<file path="config.mk">
export PLATFORM = sky130hd
export DESIGN_NAME = input_clock_switch_select
export DESIGN_NICKNAME = d
export VERILOG_FILES = /design/src/pkg/clksel_pkg.sv /design/src/hdl/input_clock_switch_select.sv
export VERILOG_INCLUDE_DIRS = /design/src /design/src/pkg
export SDC_FILE = /design/constraint.sdc
export NUM_CORES = 1
export LEC_CHECK = 0
export BUFFER_PORTS_ARGS = -buffer_cell sky130_fd_sc_hd__buf_2
export CAP_MARGIN = 40
export CELL_PAD_IN_SITES_DETAIL_PLACEMENT = 0
export CELL_PAD_IN_SITES_GLOBAL_PLACEMENT = 2
export CORE_MARGIN = 2
export CORE_UTILIZATION = 36
export DETAILED_ROUTE_END_ITERATION = 16
export PLACE_DENSITY_LB_ADDON = 0.1
export SYNTH_ARGS = -nofsm -noshare
export SYNTH_HDL_FRONTEND = slang
export SYNTH_SLANG_ARGS = --single-unit
export TNS_END_PERCENT = 5
</file>
<file path="constraint.sdc">
create_clock -name pclk -period 8.55 [get_ports pclk]
set_input_delay 0.4275 -clock pclk [delete_from_list [all_inputs] [get_ports pclk]]
set_output_delay 0.4275 -clock pclk [all_outputs]
set_load 0.01 [all_outputs]
</file>
<file path="src/pkg/clksel_params.svh">
// Offsets, field positions and reset values of the input clock switch selector
`ifndef CLKSEL_PARAMS_SVH
`define CLKSEL_PARAMS_SVH
// Register indices; byte address is four times the index
`define IDX_SWITCH_CTRL 12'h536
`define IDX_ALARM_MASKS 12'h537
`define IDX_PRIO_LO 12'h538
`define IDX_PRIO_HI 12'h539
`define IDX_HITLESS_CFG 12'h53A
`define IDX_THR_LO 12'h53B
`define IDX_THR_HI 12'h53C
`define IDX_CHOICE_CTRL 12'h52A
`define IDX_SEL_STATUS 12'h5F0
`define IDX_IRQ_STATUS 12'h5F1
`define IDX_IRQ_MASK 12'h5F2
// Field positions
`define POLICY_LSB 0
`define HITLESS_BIT 2
`define LOSMSK_LSB 0
`define OOFMSK_LSB 4
`define RANK_A_LSB 0
`define RANK_B_LSB 4
`define VARIANT_LSB 0
`define MEASCTL_LSB 2
`define SRC_REG_BIT 0
`define REG_SEL_LSB 1
// Interrupt bits
`define IRQ_SWITCHED 0
`define IRQ_NO_INPUT 1
// Reset values
`define RST_SWITCH_CTRL 8'h00
`define RST_ALARM_MASKS 8'h00
`define RST_PRIO_LO 8'h21
`define RST_PRIO_HI 8'h43
`define RST_HITLESS_CFG 8'h02
`define RST_THR_LO 8'h00
`define RST_THR_HI 2'h0
`define RST_CHOICE_CTRL 3'h0
`define RST_IRQ_MASK 2'h0
// Highest usable rank code
`define RANK_MAX 3'h4
`endif

</file>
<file path="src/pkg/clksel_pkg.sv">
// Types of the input clock switch selector
package clksel_pkg;
  typedef enum logic [1:0] {
    POL_MANUAL = 2'h0,
    POL_NONREVERT = 2'h1,
    POL_REVERT = 2'h2,
    POL_RESERVED = 2'h3
  } switch_policy_t;
  // Gray coded along tracking -> holdover
  typedef enum logic [1:0] {
    ST_TRACK = 2'h0,
    ST_HOLD = 2'h1
  } sel_state_t;
  typedef struct packed {
    logic found;
    logic [1:0] idx;
  } pick_t;
  typedef struct packed {
    logic [3:0] signal_loss_alarm;
    logic [3:0] freq_fault_alarm;
  } alarms_t;
  typedef struct packed {
    logic [3:0] loss_m;
    logic [3:0] loss_s;
    logic [3:0] freq_m;
    logic [3:0] freq_s;
    logic [1:0] pin_m;
    logic [1:0] pin_s;
    logic [7:0] switch_ctrl;
    logic [7:0] alarm_masks;
    logic [7:0] prio_lo;
    logic [7:0] prio_hi;
    logic [7:0] hitless_cfg;
    logic [7:0] thr_lo;
    logic [1:0] thr_hi;
    logic [2:0] choice_ctrl;
    logic [1:0] active;
    sel_state_t state;
    logic [1:0] irq_st;
    logic [1:0] irq_msk;
    logic [31:0] rdata;
  } state_t;
endpackage : clksel_pkg

</file>
<file path="src/hdl/input_clock_switch_select.sv">
// Reference input selector with alarm masks, ranks and APB registers
// How it works
// - Policy field: manual, non-revertive, revertive, reserved
// - Hitless bit 0 gives glitchless, no buildout
// - Hitless bit 1 enables phase buildout
// - Four loss masks; 1 removes that alarm
// - Four frequency masks; 1 removes that alarm
// - Selection outcome drives the holdover request
// - Three-bit rank per input; 5-7 reserved
// - Revertive mode picks lowest rank available; non-revertive only when active is ineligible
// - Equal ranks resolved by input order 0..3
// - Ten-bit phase limit over two registers
// - Manual select field picks inputs 0..3
// - Source bit picks pins or register select
//
// The APB interface to the registers was left to the implementer.
`timescale 1ns/100ps
`include "clksel_params.svh"

module input_clock_switch_select (
  input wire logic pclk,
  input wire logic presetn,
  input wire logic psel,
  input wire logic penable,
  input wire logic pwrite,
  input wire logic [31:0] paddr,
  input wire logic [31:0] pwdata,
  output logic [31:0] prdata,
  output logic pready,
  output logic pslverr,
  input wire clksel_pkg::alarms_t alarms,
  input wire logic [1:0] pin_choice,
  input wire logic zero_delay_on,
  output logic [1:0] active_input,
  output logic phase_buildout_on,
  output logic holdover_request,
  output logic [1:0] hitless_variant,
  output logic [1:0] phase_meas_ctrl,
  output logic [9:0] phase_meas_limit,
  output logic irq
);

  // ---------------------------------------------
  // Helpers
  // ---------------------------------------------
  function automatic logic rank_ok(input logic [2:0] code);
    rank_ok = (code != 3'h0) && (code <= `RANK_MAX);
  endfunction : rank_ok

  function automatic logic hit(input logic [31:0] addr, input logic [11:0] idx);
    hit = (addr == {18'h0, idx, 2'h0});
  endfunction : hit

  function automatic logic mapped(input logic [31:0] addr);
    mapped = hit(addr, `IDX_SWITCH_CTRL) || hit(addr, `IDX_ALARM_MASKS) ||
             hit(addr, `IDX_PRIO_LO) || hit(addr, `IDX_PRIO_HI) ||
             hit(addr, `IDX_HITLESS_CFG) || hit(addr, `IDX_THR_LO) ||
             hit(addr, `IDX_THR_HI) || hit(addr, `IDX_CHOICE_CTRL) ||
             hit(addr, `IDX_SEL_STATUS) || hit(addr, `IDX_IRQ_STATUS) ||
             hit(addr, `IDX_IRQ_MASK);
  endfunction : mapped

  // Lowest rank wins, lower index first on a tie
  function automatic clksel_pkg::pick_t best_pick(input logic [11:0] ranks,
                                                  input logic [3:0] ok);
    clksel_pkg::pick_t p;
    logic [2:0] r;
    p = '0;
    r = 3'h7;
    for (int i = 0; i < 4; i++)
    begin
      if (ok[i] && (!p.found || ranks[i*3 +: 3] < r))
      begin
        p.found = 1'b1;
        p.idx = 2'(i);
        r = ranks[i*3 +: 3];
      end
    end
    best_pick = p;
  endfunction : best_pick

  // ---------------------------------------------
  // State
  // ---------------------------------------------
  clksel_pkg::state_t s_r;
  clksel_pkg::state_t s_nxt;

  logic [3:0] avail;
  logic [3:0] eligible;
  logic [11:0] ranks;
  clksel_pkg::pick_t best;
  clksel_pkg::switch_policy_t policy;
  logic [1:0] manual_sel;
  logic [1:0] want;
  logic want_ok;
  logic setup;
  logic wr_acc;
  logic [1:0] irq_set;

  // ---------------------------------------------
  // Next state
  // ---------------------------------------------

  always_comb
  begin
    s_nxt = s_r;
    irq_set = 2'h0;
    // Alarm and pin synchronisers
    s_nxt.loss_m = alarms.signal_loss_alarm;
    s_nxt.loss_s = s_r.loss_m;
    s_nxt.freq_m = alarms.freq_fault_alarm;
    s_nxt.freq_s = s_r.freq_m;
    s_nxt.pin_m = pin_choice;
    s_nxt.pin_s = s_r.pin_m;
    avail = ~((s_r.loss_s & ~s_r.alarm_masks[`LOSMSK_LSB +: 4]) |
              (s_r.freq_s & ~s_r.alarm_masks[`OOFMSK_LSB +: 4]));
    ranks = {s_r.prio_hi[`RANK_B_LSB +: 3], s_r.prio_hi[`RANK_A_LSB +: 3],
             s_r.prio_lo[`RANK_B_LSB +: 3], s_r.prio_lo[`RANK_A_LSB +: 3]};
    for (int i = 0; i < 4; i++)
    begin
      eligible[i] = avail[i] && rank_ok(ranks[i*3 +: 3]);
    end
    best = best_pick(ranks, eligible);
    manual_sel = s_r.choice_ctrl[`SRC_REG_BIT] ?
                 s_r.choice_ctrl[`REG_SEL_LSB +: 2] : s_r.pin_s;
    policy = clksel_pkg::switch_policy_t'(s_r.switch_ctrl[`POLICY_LSB +: 2]);
    want = s_r.active;
    want_ok = 1'b1;
    case (policy)
      clksel_pkg::POL_MANUAL:
      begin
        want = manual_sel;
        want_ok = avail[manual_sel];
      end
      clksel_pkg::POL_NONREVERT:
      begin
        if (eligible[s_r.active])
        begin
          want = s_r.active;
        end
        else
        begin
          want = best.found ? best.idx : s_r.active;
        end
        want_ok = best.found;
      end
      clksel_pkg::POL_REVERT:
      begin
        want = best.found ? best.idx : s_r.active;
        want_ok = best.found;
      end
      default:
      begin
        want = s_r.active;
        want_ok = eligible[s_r.active];
      end
    endcase
    s_nxt.active = want;
    if (want != s_r.active)
    begin
      irq_set[`IRQ_SWITCHED] = 1'b1;
    end
    case (s_r.state)
      clksel_pkg::ST_TRACK:
      begin
        if (!want_ok)
        begin
          s_nxt.state = clksel_pkg::ST_HOLD;
          irq_set[`IRQ_NO_INPUT] = 1'b1;
        end
      end
      clksel_pkg::ST_HOLD:
      begin
        if (want_ok)
        begin
          s_nxt.state = clksel_pkg::ST_TRACK;
        end
      end
      default:
      begin
        s_nxt.state = clksel_pkg::ST_HOLD;
      end
    endcase
    // APB slave, zero wait states
    setup = psel && !penable;
    wr_acc = psel && penable && pwrite;
    if (setup)
    begin
      s_nxt.rdata = 32'h0;
      if (hit(paddr, `IDX_SWITCH_CTRL))
        s_nxt.rdata[7:0] = s_r.switch_ctrl;
      if (hit(paddr, `IDX_ALARM_MASKS))
        s_nxt.rdata[7:0] = s_r.alarm_masks;
      if (hit(paddr, `IDX_PRIO_LO))
        s_nxt.rdata[7:0] = s_r.prio_lo;
      if (hit(paddr, `IDX_PRIO_HI))
        s_nxt.rdata[7:0] = s_r.prio_hi;
      if (hit(paddr, `IDX_HITLESS_CFG))
        s_nxt.rdata[7:0] = s_r.hitless_cfg;
      if (hit(paddr, `IDX_THR_LO))
        s_nxt.rdata[7:0] = s_r.thr_lo;
      if (hit(paddr, `IDX_THR_HI))
        s_nxt.rdata[1:0] = s_r.thr_hi;
      if (hit(paddr, `IDX_CHOICE_CTRL))
        s_nxt.rdata[2:0] = s_r.choice_ctrl;
      if (hit(paddr, `IDX_SEL_STATUS))
        s_nxt.rdata[7:0] = {avail, zero_delay_on,
                            s_r.state == clksel_pkg::ST_HOLD, s_r.active};
      if (hit(paddr, `IDX_IRQ_STATUS))
        s_nxt.rdata[1:0] = s_r.irq_st;
      if (hit(paddr, `IDX_IRQ_MASK))
        s_nxt.rdata[1:0] = s_r.irq_msk;
    end
    if (wr_acc)
    begin
      if (hit(paddr, `IDX_SWITCH_CTRL))
        s_nxt.switch_ctrl = pwdata[7:0];
      if (hit(paddr, `IDX_ALARM_MASKS))
        s_nxt.alarm_masks = pwdata[7:0];
      if (hit(paddr, `IDX_PRIO_LO))
        s_nxt.prio_lo = pwdata[7:0];
      if (hit(paddr, `IDX_PRIO_HI))
        s_nxt.prio_hi = pwdata[7:0];
      if (hit(paddr, `IDX_HITLESS_CFG))
        s_nxt.hitless_cfg = pwdata[7:0];
      if (hit(paddr, `IDX_THR_LO))
        s_nxt.thr_lo = pwdata[7:0];
      if (hit(paddr, `IDX_THR_HI))
        s_nxt.thr_hi = pwdata[1:0];
      if (hit(paddr, `IDX_CHOICE_CTRL))
        s_nxt.choice_ctrl = pwdata[2:0];
      if (hit(paddr, `IDX_IRQ_MASK))
        s_nxt.irq_msk = pwdata[1:0];
      if (hit(paddr, `IDX_IRQ_STATUS))
        s_nxt.irq_st = s_r.irq_st & ~pwdata[1:0];
    end
    // New events win over a clear
    s_nxt.irq_st = s_nxt.irq_st | irq_set;
  end

  // ---------------------------------------------
  // Registers
  // ---------------------------------------------

  always_ff @(posedge pclk or negedge presetn)
  begin
    if (!presetn)
    begin
      s_r <= '0;
      s_r.switch_ctrl <= `RST_SWITCH_CTRL;
      s_r.alarm_masks <= `RST_ALARM_MASKS;
      s_r.prio_lo <= `RST_PRIO_LO;
      s_r.prio_hi <= `RST_PRIO_HI;
      s_r.hitless_cfg <= `RST_HITLESS_CFG;
      s_r.thr_lo <= `RST_THR_LO;
      s_r.thr_hi <= `RST_THR_HI;
      s_r.choice_ctrl <= `RST_CHOICE_CTRL;
      s_r.irq_msk <= `RST_IRQ_MASK;
      s_r.state <= clksel_pkg::ST_TRACK;
    end
    else
    begin
      s_r <= s_nxt;
    end
  end

  // ---------------------------------------------
  // Outputs
  // ---------------------------------------------
  assign prdata = s_r.rdata;
  assign pready = 1'b1;
  assign pslverr = psel && penable && !mapped(paddr);
  assign active_input = s_r.active;
  assign phase_buildout_on = s_r.switch_ctrl[`HITLESS_BIT];
  assign holdover_request = (s_r.state == clksel_pkg::ST_HOLD);
  assign hitless_variant = s_r.hitless_cfg[`VARIANT_LSB +: 2];
  assign phase_meas_ctrl = s_r.hitless_cfg[`MEASCTL_LSB +: 2];
  assign phase_meas_limit = {s_r.thr_hi, s_r.thr_lo};
  assign irq = |(s_r.irq_st & s_r.irq_msk);

endmodule : input_clock_switch_select

</file>
* After elaboration in Yosys (flattened, before gate mapping)
Cells that the tools add are included.
Operators by class: mux-type cells 36, divide/modulo/power cells 0, bitwise gates (word level) 10, $lt $le $gt $ge 9, equal/unequal tests 17, shift operators 0, reductions and logical operators 51, add/subtract/negate cells 0, multipliers 0
Operators by type and width (count):
- 32-bit by 13-bit == test with 1-bit output (second input constant) | 11
- 8-bit 2-to-1 mux | 7
- 3-bit 2-to-1 mux | 8
- 2-bit 2-to-1 mux | 10
- 2-bit AND reduction | 10
- 1-bit logical AND | 15
- 1-bit logical OR | 13
- 3-bit <= comparator (second input constant) | 4
- 4-bit inverter | 3
- 3-bit nonzero test | 4
- 3-bit < comparator | 3
- 4-bit bitwise AND | 2
- 2-bit by 3-bit < comparator with 1-bit output (second input constant) | 2
- 2-bit case mux with 3 select lines | 1
- 1-bit zero test | 5
- 1-bit 2-to-1 mux | 5
- 2-bit bitwise AND | 2
- 1-bit binary-select mux with 2-bit select | 2
- 2-bit by 1-bit == test with 1-bit output (second input constant) | 2
- 2-bit zero test | 2
- 4-bit 2-to-1 mux | 1
- 4-bit bitwise OR | 1
- 2-bit case mux with 2 select lines | 1
- 2-bit OR reduction | 2
- other kinds (7) | 7
Word-level totals: logic and storage cells 142, memories 0, latch bits 0, bits in registers 89, output and inout port bits 53, memory bits (writable) 0, ROM bits 0, bits of input ports 80

* Depth between registers and ports, before layout
Gate-level depths: netlist of the first run.
depth after elaboration 24, depth in mapped cells 20, depth with buffers taken out 18

* Worst setup path before layout of the first run
Ideal clock, no wire load.
path kind register to register, start point reg s_r, in the netlist ranks[0], end point reg s_r, in the netlist active_input[0], buffers on the path 1, setup time 78 ps, clock period less this slack 4048 ps, data arrival time 3970 ps, data required time 8472 ps, slack 4502 ps, cell stages (with the launch flop) 19, cell sequence dfstp_2 -> nor3_2 -> or4b_1 -> buf_2 -> o31ai_2 -> o32ai_1 -> ha_1 -> o21ai_0 -> nand2b_1 -> a21oi_1 -> a41o_1 -> nor2_1 -> a21oi_1 -> ha_1 -> a211o_1 -> nor4_1 -> a211oi_2 -> or3_1 -> a21boi_1
RTL lines:
- from (decl) | line input_clock_switch_select.sv:85 | clksel_pkg::state_t s_r;
- from (signal assigned) | line input_clock_switch_select.sv:263 | s_r <= s_nxt;

==> out/summary.txt, run 1 <==
Initial antenna violation count: 0
Commonest cells after routing, fill and taps aside: 82 x dfrtp_1, 82 x buf_2, 46 x mux2_2
Count of final setup violators: 0
Mapped cell area: 0.00514 mm^2
Slew @ Worst Pin: 0.917 ns
Final Hold Fails: 0
Post-synthesis sequential area ratio: 43.0%
Tmin final: 4.64 ns
P_leak: 2.71 nW
Worst path max stage delay: 0.62 ns
FP Rows: 43
Worst-skew pair later-pin latency: 0.35 ns
DP Wirelength: 10000 um
Number of flops mapped to enable cells by yosys: 0
Nets@finish: 628
Area contributors post-synth: dfrtp_1 40%, mux2_2 10%, buf_4 7.2%
Hold Crit Class: input port to flop
Setup Skew: 0.00869 ns
First-pass GRT wire length: 20500 um
PD cells: 152 mW/mm^2
Initial Util: 36.9%
Die boundary width: 124 um
Remaining routing DRC violations: 0
Status: completed
GRT Residual Overflow: 0
Final ANT Viol Nets: 0
Post-CTS Resized: 0
CTS sink count: 88
Crit path cell chain: nor3_2 > or4b_1 > o31ai_2 > o32ai_1 > ha_1 > o21ai_0 > nand2b_1 > a21oi_1 > a41o_1 > nor2_1 > a21oi_1 > ha_1 > a211o_1 > o21ai_0 > o221ai_1 > a22oi_1 > mux2i_1 > o2111ai_1
IO Pins: 133
1st-iter DRT viols: 194
Yosys cell types: 75
Post-route cell area: 0.00577 mm^2
Max-cap violations: 0
Setup Buffers After CTS: 0
Top cell type's share of synthesized area: 39.9%
CP Class: flop to flop
Final TNS setup: 0 ns
Routed length per instance: 18.5 um
Drt total wl: 13400 um
RSZ-0062 raised after global routing: no
ANT cells: 0
Dpl cell area: 0.00547 mm^2
Max VDD drop: 108 uV
Routability Congestion: 0.775
Critical path arrival: 4.85 ns
Largest net degree at the start of global routing: 56
CTS clock-pin slew for the worst setup and hold paths: 0.07 ns
Yosys synthesis warning count: 0
H-tree Lvls: 3
Vias in the first global route: 3657
Cts bufs inserted: 9
CTS tree: built
Die height: 124 um
CP Launch Type: flop
CP max FO: 8
Global-route usage over all layers: 18.2%
TritonRoute pass-1 iters: 4
Async SR Flop Fraction: 100%
Vias per std cell: 5.23
Syn-to-layout area delta: 12.2%
Syn_area_per_cell: 10.6 um^2
Max Slew Vio Count: 0
Cell count after synthesis: 485
Hold Buf Count CTS: 1
Relative slew slack: 37.3%
Yosys top cell by area: dfrtp_1
Tcrit/Tclk final: 54.3%
Core Area: 0.0139 mm^2
Clock Path Buffers: 2
Via count: 3786
Port-buffer cells: 83
Share of cells above drive strength 1: 32.0%
CP Capture Type: flop
#FFs+latches synth: 88
Synth Flop Type: dfrtp_1
Peak Freq: 215 MHz
Root Driver: clkbuf_16
Slowest CP cell: or4b_1
Total die area: 0.0153 mm^2
Worst Path Required: 8.76 ns
[cells in the mapped netlist, types with 3 or more instances]
library cell	instances
o21ai_1	7
o2bb2ai_1	4
o21ai_0	16
buf_4	49
dfstp_2	6
dfrtp_1	82
a22oi_1	4
a21o_1	4
nand3_1	12
a211oi_1	4
ha_1	9
nor4_2	3
or3_1	7
nand4_1	12
a21oi_1	5
a22o_1	3
nand2b_1	8
nor2_1	28
mux2i_1	18
o22ai_1	3
a2111oi_0	5
buf_2	6
a31oi_1	3
mux2_2	46
and2_1	5
nor4_1	7
mux2_1	8
clkbuf_1	9
nor3_1	6
inv_1	13
nor2b_1	11
o21a_1	3
nand2_1	22
[metal layers]
metal / share of wire [%] / GRT usage (%) / vias up
met4: 1.9 / 6.39 / 0
met3: 3.9 / 2.72 / 17
li1: - / - / 1813
met5: 0 / 0 / -
met1: 47 / 24.9 / 1855
met2: 47 / 29.5 / 101
[cells by family (layout without fill, tap and decap cells)]
group | after synthesis | count (layout) | share of synthesized area, %
AOI/OAI and AO/OA | 85 | 85 | 12.0
xor gates and xnor gates | 3 | 3 | 0.511
adders and majority gates | 9 | 9 | 2.19
buffers and inverters | 80 | 116 | 9.71
DFF | 88 | 88 | 43.0
muxes | 73 | 73 | 15.8
other | 2 | 25 | 0.146
and+or+nand+nor | 145 | 145 | 16.8
[worst max-delay path, delay by kind of cell (launching register included)]
family                     cells  cell delay [ns]
muxes                          1             0.26
and+or+nand+nor                4             0.87
adders and majority gates      2             0.57
AOI/OAI and AO/OA             11             2.20
DFF                            1             0.60
[layout make-up]
type | count | area [um^2]
clock inverters | 6 | 67.6
multi-input cells | 340 | 2520
well taps | 180 | 225
flip-flops and latches | 88 | 2210
clock buffers | 10 | 229
inverters | 13 | 48.8
repair buffers | 87 | 470
fillers | 1391 | 8160
[path summary, 6_finish.rpt]
| path | slack [ns] | startpoint | end | cells after the start |
|---|---|---|---|---|
| max | 3.91 | ranks[0] | s_r[34] | 18 |
| min | 0.19 | alarms[4] | s_nxt[105] | 1 |
| max reg2reg | 3.91 | ranks[0] | s_r[34] | 18 |
| min reg2reg | 0.35 | s_nxt[97] | s_r[97] | 0 |
| max in group asynchronous | 7.15 | presetn | ranks[11] | 4 |
| min in group asynchronous | 0.46 | presetn | s_nxt[94] | 2 |
[per-stage QoR]
step	instances	utilization [%]	hold WS (ns)	setup slack, ns	power (W)
after floorplan	508	-	0.132	4.50	0.000466
after global placement	706	39.0	0.282	3.95	0.000488
after detailed placement	707	39.2	0.281	3.94	0.000490
after CTS	724	41.4	0.177	3.90	0.000891
after global routing	724	41.4	0.176	3.58	0.000920
final	724	41.4	0.186	3.91	0.000879
[flip-flops by register name, summed over array words and instances, names as in the netlist, 8 cells and up]
name / cells
s_r: 39
ranks: 12
phase_meas_limit: 10
s_nxt: 10
prdata: 8
[where the power goes]
group	switching, W	total (W)	internal (W)
Sequential	0.00000261	0.000425	0.000423
Clock	0.000169	0.000397	0.000228
Combinational	0.0000376	0.0000572	0.0000196
(Power assumes the default switching activity.)
==> inputs of run 2 (changes only) <==
- ABC_AREA: unset -> 1
- CORE_UTILIZATION: 36 -> 27
- clock period: 8.55 -> 3.95 ns (I/O delays scaled with it)
==> out/summary.txt, run 2 <==
Via count: 4078 (+7.7%)
Tmin final: 3.51 ns (-1.14 ns)
Port-buffer cells: 83 (unchanged)
Most frequent CP cell: nand2_1
Slew @ Worst Pin: 0.803 ns (-0.114 ns)
Worst-skew pair later-pin latency: 0.35 ns (about the same)
GRT Residual Overflow: 0 (unchanged)
Max-cap violations: 0 (unchanged)
Yosys top cell by area: dfrtp_1
Clock Path Buffers: 2 (unchanged)
Worst Setup SP: ranks[5]
CP Class: flop to flop
Cts bufs inserted: 9 (unchanged)
Initial antenna violation count: 0 (unchanged)
CTS tree: built
Root Driver: clkbuf_16
CP max FO: 6 (-2)
Most flop-heavy register: s_r
Max FFs per register: 39 (unchanged)
Gr busiest metal: met2
Setup Skew: 0.00925 ns (+0.000552 ns)
Worst path max stage delay: 0.46 ns (-0.16 ns)
Most frequent cell after synthesis: nand2_1
Final TNS setup: 0 ns (unchanged)
Area contributors post-synth: dfrtp_1 42%, nand2_1 11%, buf_4 7.5%
Core Area: 0.0179 mm^2 (+28%)
Multi-input gate area: 0.00210 mm^2 (-17%)
H-tree Lvls: 3 (unchanged)
Met3 usage in global routing: 3.14% (+0.42 points)
Remaining routing DRC violations: 0 (unchanged)
PD cells: 338 mW/mm^2 (+120%)
Mapped cell area: 0.00490 mm^2 (-4.8%)
Synth Flop Type: dfrtp_1
Critical path arrival: 3.75 ns (-1.10 ns)
Final ANT Viol Nets: 0 (unchanged)
CP Capture Type: flop
Cell count after synthesis: 590 (+22%)
Tcrit/Tclk final: 88.7% (+34 points)
Routed length per instance: 15.8 um (-15%)
Vias per std cell: 4.51 (-14%)
Met1 Use GR: 21.2% (-3.7 points)
Hold wc startpoint: pwdata[7]
Sequential cell area: 0.00221 mm^2 (unchanged)
Final Hold Fails: 0 (unchanged)
CP Launch Type: flop
Die boundary width: 139 um (+12%)
1st-iter DRT viols: 168 (-13%)
Commonest cells after routing, fill and taps aside: 143 x nand2_1, 82 x dfrtp_1, 82 x buf_2
Drt total wl: 14300 um (+6.8%)
Total die area: 0.0192 mm^2 (+26%)
Commonest non-fill, non-tap cell in the layout: nand2_1
Max VDD drop: 198 uV (+82%)
Fin util: 32.3% (-9.1 points)
DP Wirelength: 10800 um (+7.6%)
Vias in the first global route: 3904 (+6.8%)
Fillers: 1953 (+40%)
Peak Freq: 285 MHz (+32%)
Count of final setup violators: 0 (unchanged)
ANT cells: 0 (unchanged)
Routability Congestion: 0.765 (-1.3%)
Top cell type's share of synthesized area: 41.9% (+2.0 points)
#FFs+latches synth: 88 (unchanged)
Synth cell count leaders: 143 x nand2_1, 82 x dfrtp_1, 69 x inv_1
Global-route usage over all layers: 15.1% (-3.2 points)
CTS clock-pin slew for the worst setup and hold paths: 0.08 ns (about the same)
TritonRoute pass-1 iters: 4 (unchanged)
Yosys synthesis warning count: 0 (unchanged)
RSZ-0062 raised after global routing: no
Die height: 139 um (+12%)
Relative slew slack: 46.0% (+8.7 points)
Yosys cell types: 43 (-43%)
Met2 global-route usage: 24.3% (-5.1 points)
Number of flops mapped to enable cells by yosys: 0 (unchanged)
P_leak: 2.84 nW (+4.8%)
Syn-to-layout area delta: 18.1%
First-pass GRT wire length: 22500 um (+9.8%)
Slowest CP cell: dfrtp_1
Post-synthesis sequential area ratio: 45.1% (+2.2 points)
FP Rows: 49 (+14%)
Hold Crit Class: input port to flop
Async SR Flop Fraction: 100% (unchanged)
Tot Pwr: 0.00196 W (+120%)
Non-filler cells, final: 905 (+25%)
IO Pins: 133 (unchanged)
Nets@finish: 760 (+21%)
CTS sink count: 88 (unchanged)
Worst Path Required: 4.19 ns (-4.57 ns)
Syn_area_per_cell: 8.30 um^2 (-22%)
Placed cell count: 878 (+24%)
Largest net degree at the start of global routing: 55 (-1.8%)
Initial Util: 27.4% (-9.6 points)
Reg2reg start: ranks[5]
Max Slew Vio Count: 0 (unchanged)
Share of cells above drive strength 1: 22.9% (-9.1 points)
Status: completed
## run 2: power breakdown
part           total, W  internal [W]  switching [W]
logic          0.000165     0.0000625       0.000102
registers      0.000927      0.000918     0.00000939
clock network  0.000863      0.000447       0.000417
total           0.00196       0.00143       0.000528
## run 2: metrics by stage
step                      setup slack [ns]  cell area, um^2  hold WS [ns]
after floorplan                      0.863             4980       -0.0981
after global placement               0.360             5340         0.305
after detailed placement             0.387             5380        0.0676
after CTS                            0.350             5780         0.190
after global routing               0.00465             5780         0.214
final                                0.445             5780         0.200
## run 2: area by class of cell
class                      instances  area share (%)
sequential                        88            38.2
multi-input combinational        394            36.2
timing repair buffer             102            10.5
tap                              229            4.95
inverter                          76            4.93
clock buffer                       9            3.89
clock inverter                     7            1.25
## run 2: final timing paths
check                      slack, ns   endpoint  cells after the start
max in group asynchronous       2.75   ranks[4]                      4
min reg2reg                     0.35   s_r[107]                      0
min in group asynchronous       0.23  prdata[1]                      2
max reg2reg                     0.44    s_r[34]                     26
max                             0.44    s_r[34]                     26
min                             0.20    s_r[60]                      3
## run 2: cell families after synthesis
group,share of synthesized area [%]
compound gates,13.4
xor+xnor,0.179
fa+ha+maj,2.30
buf+inv,13.8
flops,45.1
mux,2.04
other cells,0.153
simple gates,23.0
## run 2: timing repair
item / CTS / global route
hold buffers: 11 / 0
endpoints found under the setup margin: 0 / 1
setup buffers: 0 / 0
gates resized for setup: 0 / 2
hold endpoints to repair: 25 / 0
## run 2: worst max-delay path, delay by kind of cell, from the launching register on
family | cells | cell delay (ns)
and+or+nand+nor | 17 | 1.51
adders and majority gates | 2 | 0.54
AOI/OAI and AO/OA | 4 | 0.52
DFF | 1 | 0.46
buffers and inverters | 3 | 0.35
## run 2: metal layers
metal  vias up  part of all wire (%)
met5         -                     0
met4         0                  0.87
met3        13                   3.5
met2        78                    48
met1      1938                    48
li1       2049                     -
==> inputs of run 3 (changes only) <==
- ABC_AREA: 1 -> unset
- CORE_UTILIZATION: 27 -> 30
==> out/summary.txt, run 3 (synthesis gave the netlist of run 1 again) <==
Status: finished with violations
Failing checks: negative setup slack
Vias in the first global route: 3930 (+0.67%)
Slowest CP cell: dfstp_2
Peak Freq: 245 MHz (-14%)
Routability Congestion: 0.804 (+5.2%)
First-pass GRT wire length: 22400 um (-0.64%)
PnR worst setup slack: -0.138 ns (-0.582 ns)
Worst Setup SP: ranks[0]
Min Hold Slack: 0.139 ns (-0.0613 ns)
TritonRoute pass-1 iters: 4 (unchanged)
Count of final setup violators: 2 (+2)
Total die area: 0.0182 mm^2 (-5.3%)
Setup Skew: 0.0120 ns (+0.00274 ns)
Reg2reg start: ranks[0]
Remaining routing DRC violations: 0 (unchanged)
CTS sink count: 88 (unchanged)
DP Wirelength: 10900 um (+0.65%)
CP Launch Type: flop
P_leak: 2.93 nW (+3.1%)
Port-buffer cells: 83 (unchanged)
CP bufs+invs: 1 (-2)
Final Hold Fails: 0 (unchanged)
Initial antenna violation count: 0 (unchanged)
Global-route usage over all layers: 16.3% (+1.3 points)
Tcrit/Tclk final: 103% (+15 points)
Met3 usage in global routing: 2.82% (-0.33 points)
Root Driver: clkbuf_16
ANT cells: 0 (unchanged)
Relative slew slack: 50.5% (+4.5 points)
Largest delay share family, worst path: compound AO/OA/AOI/OAI gates
Commonest cells after routing, fill and taps aside: 82 x dfrtp_1, 82 x buf_2, 46 x mux2_2
Hold Crit Class: input port to flop
Max Slew Vio Count: 0 (unchanged)
CP Class: flop to flop
Vias per std cell: 4.83 (+7.2%)
Worst path max stage delay: 0.56 ns (+0.10 ns)
Tmin final: 4.09 ns (+0.582 ns)
Fin util: 37.1% (+4.8 points)
Worst Path Required: 4.21 ns (+0.02 ns)
Nets@finish: 671 (-12%)
Hold wc startpoint: pwdata[7]
CP max FO: 4 (-2)
Initial Util: 30.8% (+3.4 points)
CP Capture Type: flop
RSZ-0062 raised after global routing: yes
Drt total wl: 14400 um (+0.66%)
FP Rows: 47 (-4.1%)
Final TNS setup: -0.232 ns (-0.232 ns)
Final ANT Viol Nets: 0 (unchanged)
Critical path arrival: 4.35 ns (+0.60 ns)
GRT Residual Overflow: 0 (unchanged)
Clock Path Buffers: 2 (unchanged)
Via count: 3897 (-4.4%)
Met2 global-route usage: 27.4% (+3.0 points)
Share of cells above drive strength 1: 36.1% (+13 points)
Most flop-heavy register: s_r
H-tree Lvls: 3 (unchanged)
Syn-to-layout area delta: 20.6%
PD cells: 312 mW/mm^2 (-7.6%)
Max-cap violations: 0 (unchanged)
1st-iter DRT viols: 136 (-19%)
Cts bufs inserted: 9 (unchanged)
CTS clock-pin slew for the worst setup and hold paths: 0.07 ns (about the same)
Slew @ Worst Pin: 0.739 ns (-0.0635 ns)
Die height: 135 um (-2.7%)
Crit path cell chain: nor3_2 > or4b_4 > o31ai_4 > o32ai_2 > ha_1 > o21ai_1 > nand2b_1 > a21oi_2 > a41o_1 > nor2_1 > a21oi_1 > ha_1 > a211o_1 > buf_4 > nor4_4 > a211oi_2 > or3_1 > a21boi_1
Max FFs per register: 39 (unchanged)
Tot Pwr: 0.00194 W (-0.94%)
Largest net degree at the start of global routing: 57 (+3.6%)
Core Area: 0.0167 mm^2 (-6.7%)
Routed length per instance: 17.8 um (+13%)
Worst-skew pair later-pin latency: 0.35 ns (about the same)
Gr busiest metal: met2
Met1 Use GR: 21.8% (+0.64 points)
IO Pins: 133 (unchanged)
Die boundary width: 135 um (-2.7%)
CTS tree: built
Most frequent CP cell: ha_1
Max VDD drop: 201 uV (+1.8%)
Fillers: 1755 (-10%)
[run 3: layout make-up]
class | instances | area (um^2) | area share [%]
clock buffers | 10 | 229 | 3.69
clock inverters | 6 | 72.6 | 1.17
inverters | 13 | 48.8 | 0.787
multi-input cells | 340 | 2570 | 41.5
flip-flops and latches | 88 | 2210 | 35.6
well taps | 220 | 275 | 4.44
repair buffers | 130 | 795 | 12.8
[run 3: per-layer routing]
metal	up-vias	part of all wire (%)
met5	-	0
met4	0	1.3
met3	13	3.9
met2	97	48
met1	1892	47
li1	1895	-
[run 3: worst paths after layout]
path	endpoint	slack (ns)	cells after the start
worst max-delay path	active_input[0]	-0.14	18
worst min-delay path	phase_meas_limit[7]	0.14	2
worst max register to register	active_input[0]	-0.14	18
worst min register to register	s_r[108]	0.35	0
max in group asynchronous	ranks[4]	2.51	3
min in group asynchronous	phase_meas_limit[9]	0.47	2
[run 3: metrics by stage]
step / cell area, um^2 / setup WS (ns) / instances
after floorplan: 5250 / -0.0190 / 508
after global placement: 5740 / -0.216 / 777
after detailed placement: 5750 / -0.358 / 778
after CTS: 6190 / -0.208 / 807
after global routing: 6200 / -0.415 / 807
final: 6200 / -0.138 / 807
[run 3: power breakdown]
group	internal, W	switching, W
Sequential	0.000914	0.00000585
Clock	0.000501	0.000384
Combinational	0.0000477	0.0000838
Total	0.00146	0.000474
[run 3: what timing repair did]
item / 4_1_cts / 5_1_grt
pin swaps: 6 / 6
setup buffers: 2 / 0
gates resized for setup: 4 / 3
endpoints found under the setup margin: 3 / 3
endpoints found under the hold margin: 65 / 0
hold buffers: 11 / 0
